## config.mk

```make
export PLATFORM = sky130hd
export DESIGN_NAME = hwmon_fan_cfg_regs
export DESIGN_NICKNAME = d
export VERILOG_FILES = /design/src/hwmon_fan_cfg_pkg.sv /design/src/hwmon_fan_cfg_regs.sv
export SDC_FILE = /design/constraint.sdc
export NUM_CORES = 1
export LEC_CHECK = 0
export BUFFER_PORTS_ARGS = -buffer_cell sky130_fd_sc_hd__buf_2
export CELL_PAD_IN_SITES_DETAIL_PLACEMENT = 0
export CELL_PAD_IN_SITES_GLOBAL_PLACEMENT = 1
export CORE_MARGIN = 10
export CORE_UTILIZATION = 35
export CTS_CLUSTER_DIAMETER = 30
export DETAILED_ROUTE_END_ITERATION = 8
export PLACE_DENSITY_LB_ADDON = 0.1
export SYNTH_ARGS = -nofsm -noshare
export SYNTH_HDL_FRONTEND = slang
export SYNTH_SLANG_ARGS = --single-unit
```

## constraint.sdc

```tcl
create_clock -name clk_sys_i -period 3.75 [get_ports clk_sys_i]
set_input_delay 0.75 -clock clk_sys_i [delete_from_list [all_inputs] [get_ports clk_sys_i]]
set_output_delay 0.75 -clock clk_sys_i [all_outputs]
set_load 0.05 [all_outputs]
```

## src/hwmon_fan_cfg_pkg.sv

```systemverilog
package hwmon_fan_cfg_pkg;

    // -----------------------------------------------------------------
    // Register indexes (byte address = 4 * index)
    // -----------------------------------------------------------------
    localparam logic [7:0] IDX_BANK_CTRL = 8'h4E;
    localparam logic [7:0] IDX_PART_ID = 8'h58;
    localparam logic [7:0] IDX_BATT_SENSOR_CTRL = 8'h5D;
    localparam logic [7:0] IDX_CRIT_TEMP_EN = 8'h5E;
    localparam logic [7:0] IDX_PROC_FAN_MAX = 8'h67;
    localparam logic [7:0] IDX_PROC_FAN_STEP = 8'h68;
    localparam logic [7:0] IDX_SYS_FAN_CRIT = 8'h6B;
    localparam logic [7:0] IDX_PROC_FAN_CRIT = 8'h6C;
    localparam logic [7:0] IDX_FAN_MODE = 8'h70;
    localparam logic [7:0] IDX_PROC_TARGET = 8'h71;
    localparam logic [7:0] IDX_SYS_TARGET = 8'h72;
    localparam logic [7:0] IDX_PROC_MANUAL = 8'h73;
    localparam logic [7:0] IDX_SYS_MANUAL = 8'h74;
    localparam logic [7:0] IDX_PROC_DRIVE = 8'h75;
    localparam logic [7:0] IDX_SYS_DRIVE = 8'h76;
    localparam logic [7:0] IDX_BANKED_LO = 8'h50;
    localparam logic [7:0] IDX_BANKED_HI = 8'h5F;

    // -----------------------------------------------------------------
    // Field positions and writable masks
    // -----------------------------------------------------------------
    localparam int BIT_PROC_DIV_TOP = 6;
    localparam int BIT_SYS_DIV_TOP = 5;
    localparam int BIT_PROC_DIODE = 2;
    localparam int BIT_SYS_DIODE = 1;
    localparam int BIT_BATT_EN = 0;
    localparam int BIT_PROC_CRIT_EN = 5;
    localparam int BIT_SYS_CRIT_EN = 4;
    localparam int BIT_PROC_CURRENT = 2;
    localparam int BIT_SYS_CURRENT = 1;
    localparam logic [7:0] MASK_BATT_SENSOR_CTRL = 8'h67;
    localparam logic [7:0] MASK_CRIT_TEMP_EN = 8'h36;
    localparam logic [7:0] MASK_BANK_CTRL = 8'h07;
    localparam logic [7:0] MASK_FAN_MODE = 8'h0F;

    // -----------------------------------------------------------------
    // Reset values and fixed fan constants
    // -----------------------------------------------------------------
    localparam logic [7:0] RST_BATT_SENSOR_CTRL = 8'h04;
    localparam logic [7:0] RST_CRIT_TEMP_EN = 8'h04;
    localparam logic [7:0] RST_PROC_FAN_MAX = 8'hFF;
    localparam logic [7:0] RST_PROC_FAN_STEP = 8'h01;
    localparam logic [7:0] RST_CRIT_TEMP = 8'hFF;
    localparam logic [7:0] RST_TARGET = 8'h00;
    localparam logic [7:0] RST_MANUAL = 8'h00;
    localparam logic [7:0] FULL_DRIVE = 8'hFF;
    localparam logic [7:0] SYS_FAN_STEP = 8'h01;

    typedef enum logic [1:0] {
        FAN_MANUAL,
        FAN_TARGET_TEMP,
        FAN_AUTO_SPEED,
        FAN_MODE_SPARE
    } fan_mode_t;

    // Settings that steer one fan output
    typedef struct packed {
        fan_mode_t mode;
        logic crit_en;
        logic [7:0] crit_temp;
        logic [7:0] target;
        logic [7:0] manual;
        logic [7:0] max_out;
        logic [7:0] step;
    } fan_cfg_t;

endpackage : hwmon_fan_cfg_pkg

```

## src/hwmon_fan_cfg_regs.sv

```systemverilog
`timescale 1ns/10ps
`default_nettype none

module hwmon_fan_cfg_regs
    import hwmon_fan_cfg_pkg::*;
#(
    parameter logic [7:0] PART_ID = 8'h3A  // Arbitrary value
) (
    // Clock and reset
    input wire logic clk_sys_i,
    input wire logic rst_n_i,
    // Wishbone slave
    input wire logic wb_cyc_i,
    input wire logic wb_stb_i,
    input wire logic wb_we_i,
    input wire logic [9:0] wb_adr_i,
    input wire logic [3:0] wb_sel_i,
    input wire logic [31:0] wb_dat_i,
    output logic [31:0] wb_dat_o,
    output logic wb_ack_o,
    // Monitor inputs
    input wire logic proc_temp_input_i,
    input wire logic [7:0] proc_temp_i,
    input wire logic [7:0] sys_temp_i,
    input wire logic temp_valid_i,
    input wire logic monitor_cycle_done_i,
    input wire logic [1:0] proc_tach_div_low_i,
    input wire logic [1:0] sys_tach_div_low_i,
    // Sensing and tachometer settings
    output logic [7:0] proc_tach_divisor_o,
    output logic [7:0] sys_tach_divisor_o,
    output logic proc_temp_diode_o,
    output logic sys_temp_diode_o,
    output logic proc_temp_current_sense_o,
    output logic sys_temp_current_sense_o,
    output logic battery_monitor_enable_o,
    output logic battery_update_o,
    // Fan drives
    output logic [7:0] proc_fan_drive_o,
    output logic [7:0] sys_fan_drive_o
);

    // -----------------------------------------------------------------
    // Helpers
    // -----------------------------------------------------------------
    // Only the top divisor bit is stored here; the low two bits arrive on pins
    function automatic logic [7:0] divisor(input logic top, input logic [1:0] low);
        logic [2:0] code;
        code = {top, low};
        divisor = 8'h01 << code;
    endfunction : divisor

    // One control step of a fan output; temp is that fan's monitored temperature
    function automatic logic [7:0] next_drive(input fan_cfg_t cfg, input logic [7:0] cur,
                                              input logic [7:0] temp);
        logic [8:0] up;
        next_drive = cur;
        up = {1'b0, cur} + {1'b0, cfg.step};
        case (cfg.mode)
            FAN_MANUAL: begin
                next_drive = cfg.manual;
            end
            FAN_TARGET_TEMP, FAN_AUTO_SPEED: begin
                if (temp > cfg.target) begin
                    if (up > {1'b0, cfg.max_out}) begin
                        next_drive = cfg.max_out;
                    end else begin
                        next_drive = up[7:0];
                    end
                end else if (temp < cfg.target) begin
                    if (cur > cfg.step) begin
                        next_drive = cur - cfg.step;
                    end else begin
                        next_drive = 8'h00;
                    end
                end
                if (cur > cfg.max_out) begin
                    next_drive = cfg.max_out;
                end
                if (cfg.mode == FAN_TARGET_TEMP && cfg.crit_en && temp > cfg.crit_temp) begin
                    next_drive = FULL_DRIVE;
                end
            end
            default: begin
                next_drive = cur;
            end
        endcase
    endfunction : next_drive

    // -----------------------------------------------------------------
    // Register bus
    // -----------------------------------------------------------------
    logic [7:0] bank_q;
    logic [7:0] batt_ctrl_q;
    logic [7:0] crit_en_q;
    logic [7:0] proc_max_q;
    logic [7:0] proc_step_q;
    logic [7:0] sys_crit_q;
    logic [7:0] proc_crit_q;
    logic [7:0] fan_mode_q;
    logic [7:0] proc_target_q;
    logic [7:0] sys_target_q;
    logic [7:0] proc_manual_q;
    logic [7:0] sys_manual_q;
    logic [7:0] rd_d;
    logic [7:0] idx;
    logic req;
    logic wr;
    logic banked;
    logic bank_hit;

    assign idx = wb_adr_i[9:2];
    assign req = wb_cyc_i && wb_stb_i && !wb_ack_o;
    // A write lands on the edge that raises ack; the master still holds the request
    // then, so software cannot tell it from a write on the ack edge
    assign wr = req && wb_we_i && wb_sel_i[0];
    assign banked = (idx >= IDX_BANKED_LO) && (idx <= IDX_BANKED_HI);
    // The bank field itself is never gated, so software can always return to bank 0
    // Banked window only reaches bank 0 content; other banks read zero
    assign bank_hit = !banked || (bank_q[2:0] == 3'h0);

    always_ff @(posedge clk_sys_i or negedge rst_n_i) begin
        if (!rst_n_i) begin
            wb_ack_o <= 1'b0;
        end else begin
            wb_ack_o <= req;
        end
    end

    always_comb begin
        rd_d = 8'h00;
        if (idx == IDX_BANK_CTRL) begin
            rd_d = bank_q;
        end else if (!bank_hit) begin
            rd_d = 8'h00;
        end else if (idx == IDX_PART_ID) begin
            rd_d = PART_ID;
        end else if (idx == IDX_BATT_SENSOR_CTRL) begin
            rd_d = batt_ctrl_q;
        end else if (idx == IDX_CRIT_TEMP_EN) begin
            rd_d = crit_en_q;
        end else if (idx == IDX_PROC_FAN_MAX) begin
            rd_d = proc_max_q;
        end else if (idx == IDX_PROC_FAN_STEP) begin
            rd_d = proc_step_q;
        end else if (idx == IDX_SYS_FAN_CRIT) begin
            rd_d = sys_crit_q;
        end else if (idx == IDX_PROC_FAN_CRIT) begin
            rd_d = proc_crit_q;
        end else if (idx == IDX_FAN_MODE) begin
            rd_d = fan_mode_q;
        end else if (idx == IDX_PROC_TARGET) begin
            rd_d = proc_target_q;
        end else if (idx == IDX_SYS_TARGET) begin
            rd_d = sys_target_q;
        end else if (idx == IDX_PROC_MANUAL) begin
            rd_d = proc_manual_q;
        end else if (idx == IDX_SYS_MANUAL) begin
            rd_d = sys_manual_q;
        end else if (idx == IDX_PROC_DRIVE) begin
            rd_d = proc_fan_drive_o;
        end else if (idx == IDX_SYS_DRIVE) begin
            rd_d = sys_fan_drive_o;
        end
    end

    // Read data is held between reads, so a master may pick it up after ack
    always_ff @(posedge clk_sys_i or negedge rst_n_i) begin
        if (!rst_n_i) begin
            wb_dat_o <= 32'h0000_0000;
        end else if (req && !wb_we_i) begin
            wb_dat_o <= {24'h00_0000, rd_d};
        end
    end

    // -----------------------------------------------------------------
    // Configuration registers
    // -----------------------------------------------------------------
    // Part identifier has no storage, so writes to it fall through here
    always_ff @(posedge clk_sys_i or negedge rst_n_i) begin
        if (!rst_n_i) begin
            bank_q <= 8'h00;
            batt_ctrl_q <= RST_BATT_SENSOR_CTRL;
            crit_en_q <= RST_CRIT_TEMP_EN;
            proc_max_q <= RST_PROC_FAN_MAX;
            proc_step_q <= RST_PROC_FAN_STEP;
            sys_crit_q <= RST_CRIT_TEMP;
            proc_crit_q <= RST_CRIT_TEMP;
            fan_mode_q <= 8'h00;
            proc_target_q <= RST_TARGET;
            sys_target_q <= RST_TARGET;
            proc_manual_q <= RST_MANUAL;
            sys_manual_q <= RST_MANUAL;
        end else if (wr) begin
            if (idx == IDX_BANK_CTRL) begin
                bank_q <= wb_dat_i[7:0] & MASK_BANK_CTRL;
            end else if (!bank_hit) begin
                bank_q <= bank_q;
            end else if (idx == IDX_BATT_SENSOR_CTRL) begin
                batt_ctrl_q <= wb_dat_i[7:0] & MASK_BATT_SENSOR_CTRL;
            end else if (idx == IDX_CRIT_TEMP_EN) begin
                crit_en_q <= wb_dat_i[7:0] & MASK_CRIT_TEMP_EN;
            end else if (idx == IDX_PROC_FAN_MAX) begin
                proc_max_q <= wb_dat_i[7:0];
            end else if (idx == IDX_PROC_FAN_STEP) begin
                proc_step_q <= wb_dat_i[7:0];
            end else if (idx == IDX_SYS_FAN_CRIT) begin
                sys_crit_q <= wb_dat_i[7:0];
            end else if (idx == IDX_PROC_FAN_CRIT) begin
                proc_crit_q <= wb_dat_i[7:0];
            end else if (idx == IDX_FAN_MODE) begin
                fan_mode_q <= wb_dat_i[7:0] & MASK_FAN_MODE;
            end else if (idx == IDX_PROC_TARGET) begin
                proc_target_q <= wb_dat_i[7:0];
            end else if (idx == IDX_SYS_TARGET) begin
                sys_target_q <= wb_dat_i[7:0];
            end else if (idx == IDX_PROC_MANUAL) begin
                proc_manual_q <= wb_dat_i[7:0];
            end else if (idx == IDX_SYS_MANUAL) begin
                sys_manual_q <= wb_dat_i[7:0];
            end
        end
    end

    // -----------------------------------------------------------------
    // Sensing and tachometer outputs
    // -----------------------------------------------------------------
    always_ff @(posedge clk_sys_i or negedge rst_n_i) begin
        if (!rst_n_i) begin
            proc_tach_divisor_o <= 8'h01;
            sys_tach_divisor_o <= 8'h01;
            proc_temp_diode_o <= 1'b0;
            sys_temp_diode_o <= 1'b0;
            proc_temp_current_sense_o <= 1'b0;
            sys_temp_current_sense_o <= 1'b0;
        end else begin
            proc_tach_divisor_o <= divisor(batt_ctrl_q[BIT_PROC_DIV_TOP],
                                           proc_tach_div_low_i);
            sys_tach_divisor_o <= divisor(batt_ctrl_q[BIT_SYS_DIV_TOP],
                                          sys_tach_div_low_i);
            proc_temp_diode_o <= batt_ctrl_q[BIT_PROC_DIODE];
            sys_temp_diode_o <= batt_ctrl_q[BIT_SYS_DIODE];
            // Current mode overrides the type select; software sets type to diode too
            proc_temp_current_sense_o <= crit_en_q[BIT_PROC_CURRENT];
            sys_temp_current_sense_o <= crit_en_q[BIT_SYS_CURRENT];
        end
    end

    // -----------------------------------------------------------------
    // Battery monitor
    // -----------------------------------------------------------------
    // The cycle running when enable rises is partial, so its end is skipped
    logic batt_full_cycle_q;

    always_ff @(posedge clk_sys_i or negedge rst_n_i) begin
        if (!rst_n_i) begin
            batt_full_cycle_q <= 1'b0;
        end else if (!batt_ctrl_q[BIT_BATT_EN]) begin
            batt_full_cycle_q <= 1'b0;
        end else if (monitor_cycle_done_i) begin
            batt_full_cycle_q <= 1'b1;
        end
    end

    always_ff @(posedge clk_sys_i or negedge rst_n_i) begin
        if (!rst_n_i) begin
            battery_monitor_enable_o <= 1'b0;
            battery_update_o <= 1'b0;
        end else begin
            battery_monitor_enable_o <= batt_ctrl_q[BIT_BATT_EN];
            battery_update_o <= batt_ctrl_q[BIT_BATT_EN] && batt_full_cycle_q
                                && monitor_cycle_done_i;
        end
    end

    // -----------------------------------------------------------------
    // Fan control
    // -----------------------------------------------------------------
    fan_cfg_t proc_cfg;
    fan_cfg_t sys_cfg;
    logic [7:0] proc_temp_sel;

    // Processor fan follows either temperature input, as the proc_temp_input_i pin picks
    assign proc_temp_sel = proc_temp_input_i ? proc_temp_i : sys_temp_i;

    always_comb begin
        proc_cfg.mode = fan_mode_t'(fan_mode_q[1:0]);
        proc_cfg.crit_en = crit_en_q[BIT_PROC_CRIT_EN];
        proc_cfg.crit_temp = proc_crit_q;
        proc_cfg.target = proc_target_q;
        proc_cfg.manual = proc_manual_q;
        proc_cfg.max_out = proc_max_q;
        proc_cfg.step = proc_step_q;
        sys_cfg.mode = fan_mode_t'(fan_mode_q[3:2]);
        sys_cfg.crit_en = crit_en_q[BIT_SYS_CRIT_EN];
        sys_cfg.crit_temp = sys_crit_q;
        sys_cfg.target = sys_target_q;
        sys_cfg.manual = sys_manual_q;
        // No ceiling or step register for the system fan: it ramps one code per sample
        sys_cfg.max_out = FULL_DRIVE;
        sys_cfg.step = SYS_FAN_STEP;
    end

    // Outputs move only on a fresh temperature sample, pacing the ramp
    always_ff @(posedge clk_sys_i or negedge rst_n_i) begin
        if (!rst_n_i) begin
            proc_fan_drive_o <= 8'h00;
        end else if (temp_valid_i) begin
            proc_fan_drive_o <= next_drive(proc_cfg, proc_fan_drive_o, proc_temp_sel);
        end
    end

    always_ff @(posedge clk_sys_i or negedge rst_n_i) begin
        if (!rst_n_i) begin
            sys_fan_drive_o <= 8'h00;
        end else if (temp_valid_i) begin
            sys_fan_drive_o <= next_drive(sys_cfg, sys_fan_drive_o, sys_temp_i);
        end
    end

endmodule : hwmon_fan_cfg_regs

`default_nettype wire

```

==> flow_summary.ini <==
[sta]
finalCritPeriodShare = 0.9561
hold_violations = 0
hold_ws_ns = 0.3744
finalClockSkew_ns = 0.01274
fmaxAchievable_mhz = 278.9
finalSetupViolations = 0
finalCriticalPeriod_ns = 3.585
relSlewSlack = 0.3200
fin_ws_ns = 0.1645
worstMarginPinSlew_ns = 1.006
maxSlewViolCount = 0

[drt]
drc_errors = 0
avgViaCountPerCell = 5.402
ant_nets = 0
post_drt_wl_per_cell_um = 22.43
drt_iter0_markers = 462
totalWireLength_um = 31030
num_vias = 7471
dr.pass1.iters = 5

[clock_network]
cts_buffers = 17
htree_levels = 4
cts_tree = done
cts_root_buf = clkbuf_16
cts_hold_buffers = 0
cts_buffer_depth = 2
clk_pin_slew_ns = 0.07
insertion_delay_ns = 0.43
numClockSinks = 128

[floorplan]
die-area_um2 = 32210
core-area_um2 = 25110
io_pins = 145
rows = 58
fp.dieH_um = 179.5
dieWidth_um = 179.5
start_util = 0.3545

[place]
placedCellCount = 1347
port_buffers = 91
hpwl_um = 23910
place_ws_ns = -0.1210
gp_congestion = 0.8690

[logic_synthesis]
ys_seq_area_frac = 0.3639
ys_types = 85
ys_warn_count = 0
synth_top_area_frac = 0.2783
async_flop_share = 1.000
synth.area.top_cells = dfrtp_1, ha_1, mux2_2, dfstp_2, a21oi_1
yosysMostFrequentCell = dfrtp_1
ys.flop_type = dfrtp_1
synth_seq_cells = 128
synth_edf_count = 0
synth-compound-area-share = 0.1808
yosys-mux-area-fraction = 0.1127
yosys.area.top_type = dfrtp_1
syn_inst = 928
synth_top_family_by_area = compound AO/OA/AOI/OAI gates
synth_area_um2 = 8901
yosys-top-cells-count = dfrtp_1, mux2_2, ha_1
yosys.area_share.simple = 0.1552
synth-xor-area-share = 0.01279
synth-adder-area-share = 0.1057
syn_avg_cell_area_um2 = 9.592

[worst_setup_path]
crit_required_ns = 4.07
cp-startpoint = proc_fan_drive_o[1]$_DFFE_PN0P_
cp.arrival_ns = 3.91
crit_path_end_kind = flop
startpoint_type = flop
worstReg2RegStart = proc_fan_drive_o[1]$_DFFE_PN0P_
cp_max_fo = 7
path_class = flop to flop

[global_route]
grt_pass1_wl_um = 47520
grt_pass1_vias = 7541
grtUsageTotal = 0.1872
antenna_found_initial = 0
grt.overflow.total = 0
grt_max_degree = 84

[finish]
final_cells = 1383
syn2layout_area_growth_pct = 19.50
fin_nets = 1188
drive_gt1_frac = 0.3039
n_antenna_cell = 0

[pwr]
p_leak_nw = 4.919
irDropWorstVdd_uv = 296.7
total_power_mw = 3.897
powerDensity_nw_per_um2 = 366.4

[run_status]
status = finished, final reports clean

[worst_hold_path]
min_path_type = input pin to asynchronous set/reset pin

[job]
max-cap-violations = 0
-- stage by stage --
step | instance area, um^2 | utilization | TNS [ns]
6_report | 10640 | 0.4236 | 0
5_1_grt | 10640 | 0.4236 | -0.02363
4_1_cts | 10520 | 0.4188 | 0
3_5_place_dp | 9853 | 0.3924 | -0.2741
3_3_place_gp | 9853 | 0.3924 | -0.1292
2_1_floorplan | 9016 | - | 0
-- report_power, final --
| part | switching, mW | total (mW) | internal (mW) |
|---|---|---|---|
| Combinational | 0.456 | 0.690 | 0.234 |
| Clock | 0.801 | 1.77 | 0.965 |
| Sequential | 0.0285 | 1.44 | 1.41 |
-- kinds of logic (layout without fill, tap and decap cells) --
kind of cell | after synthesis | in the layout
buffers and inverters | 133 | 235
flip-flops | 128 | 128
multiplexers | 91 | 91
AO/OA/AOI/OAI | 233 | 233
other | 1 | 24
adder cells (fa/ha/maj) | 74 | 74
XOR/XNOR | 13 | 13
AND/OR/NAND/NOR | 255 | 255
-- flip-flops by register name, indices dropped and copies added, names as in the netlist, 4 cells and up --
signal	cells
proc_crit_q	8
proc_fan_drive_o	8
proc_manual_q	8
proc_max_q	8
proc_step_q	8
proc_tach_divisor_o	8
proc_target_q	8
sys_crit_q	8
sys_fan_drive_o	8
sys_manual_q	8
sys_tach_divisor_o	8
sys_target_q	8
wb_dat_o	8
batt_ctrl_q	5
crit_en_q	4
fan_mode_q	4
-- area by class of cell --
cell class	instances	area [um^2]
inverter	67	251.5
timing repair buffer	136	815.8
multi-input combinational	690	5298
clock inverter	15	187.7
fill	2600	14470
clock buffer	17	425.4
tap	330	412.9
sequential	128	3246
-- critical path, stage by stage (launching register included) --
cell and delay (ns):
dfrtp_4 0.50, buf_4 0.19, ha_1 0.20, inv_1 0.08, a21oi_4 0.06, o21bai_1 0.21
buf_4 0.15, nand2_1 0.06, o311ai_2 0.25, buf_4 0.18, ha_4 0.20, nand3_2 0.09
a21oi_2 0.05, a2111oi_4 0.33, o32ai_4 0.18, buf_6 0.16, nor3b_2 0.14, buf_4 0.17
a22oi_1 0.09, a31oi_1 0.20
-- per-layer routing --
layer,routed length [um],vias up,global-route usage,share of wire
met5,0,-,0,0
met4,377,0,0.04234,0.012
met3,1272,20,0.03173,0.041
met2,14440,184,0.2978,0.47
met1,14940,3692,0.2591,0.48
li1,-,3575,-,-
-- final timing paths --
check | to | slack (ns) | cells after the start
min reg2reg | battery_monitor_enable_o$_DFF_PN0_ | 0.41 | 0
min in group clk_sys_i | battery_monitor_enable_o$_DFF_PN0_ | 0.41 | 0
min | sys_fan_drive_o[4]$_DFFE_PN0P_ | 0.37 | 1
max in group asynchronous | sys_crit_q[2]$_DFFE_PN1P_ | 2.51 | 2
max | proc_fan_drive_o[1]$_DFFE_PN0P_ | 0.16 | 19
max reg2reg | proc_fan_drive_o[1]$_DFFE_PN0P_ | 0.16 | 19
-- what timing repair did --
item,4_1_cts,5_1_grt
resized for setup,4,19
setup buffers,3,1
pin swaps,7,14
endpoints found under the setup margin,6,8
-- layout by cell type, fill, tap and decap left out, drive strengths merged, types with 17 or more instances in the layout --
cell,netlist,routed
buf,44,136
dfrtp,99,99
inv,67,77
mux2,74,74
ha,72,72
nand2,68,68
nor2,53,53
o21ai,52,52
a21oi,52,52
dfstp,29,29
conb,1,24
mux2i,17,17
clkbuf,22,17
(Power assumes the default switching activity.)
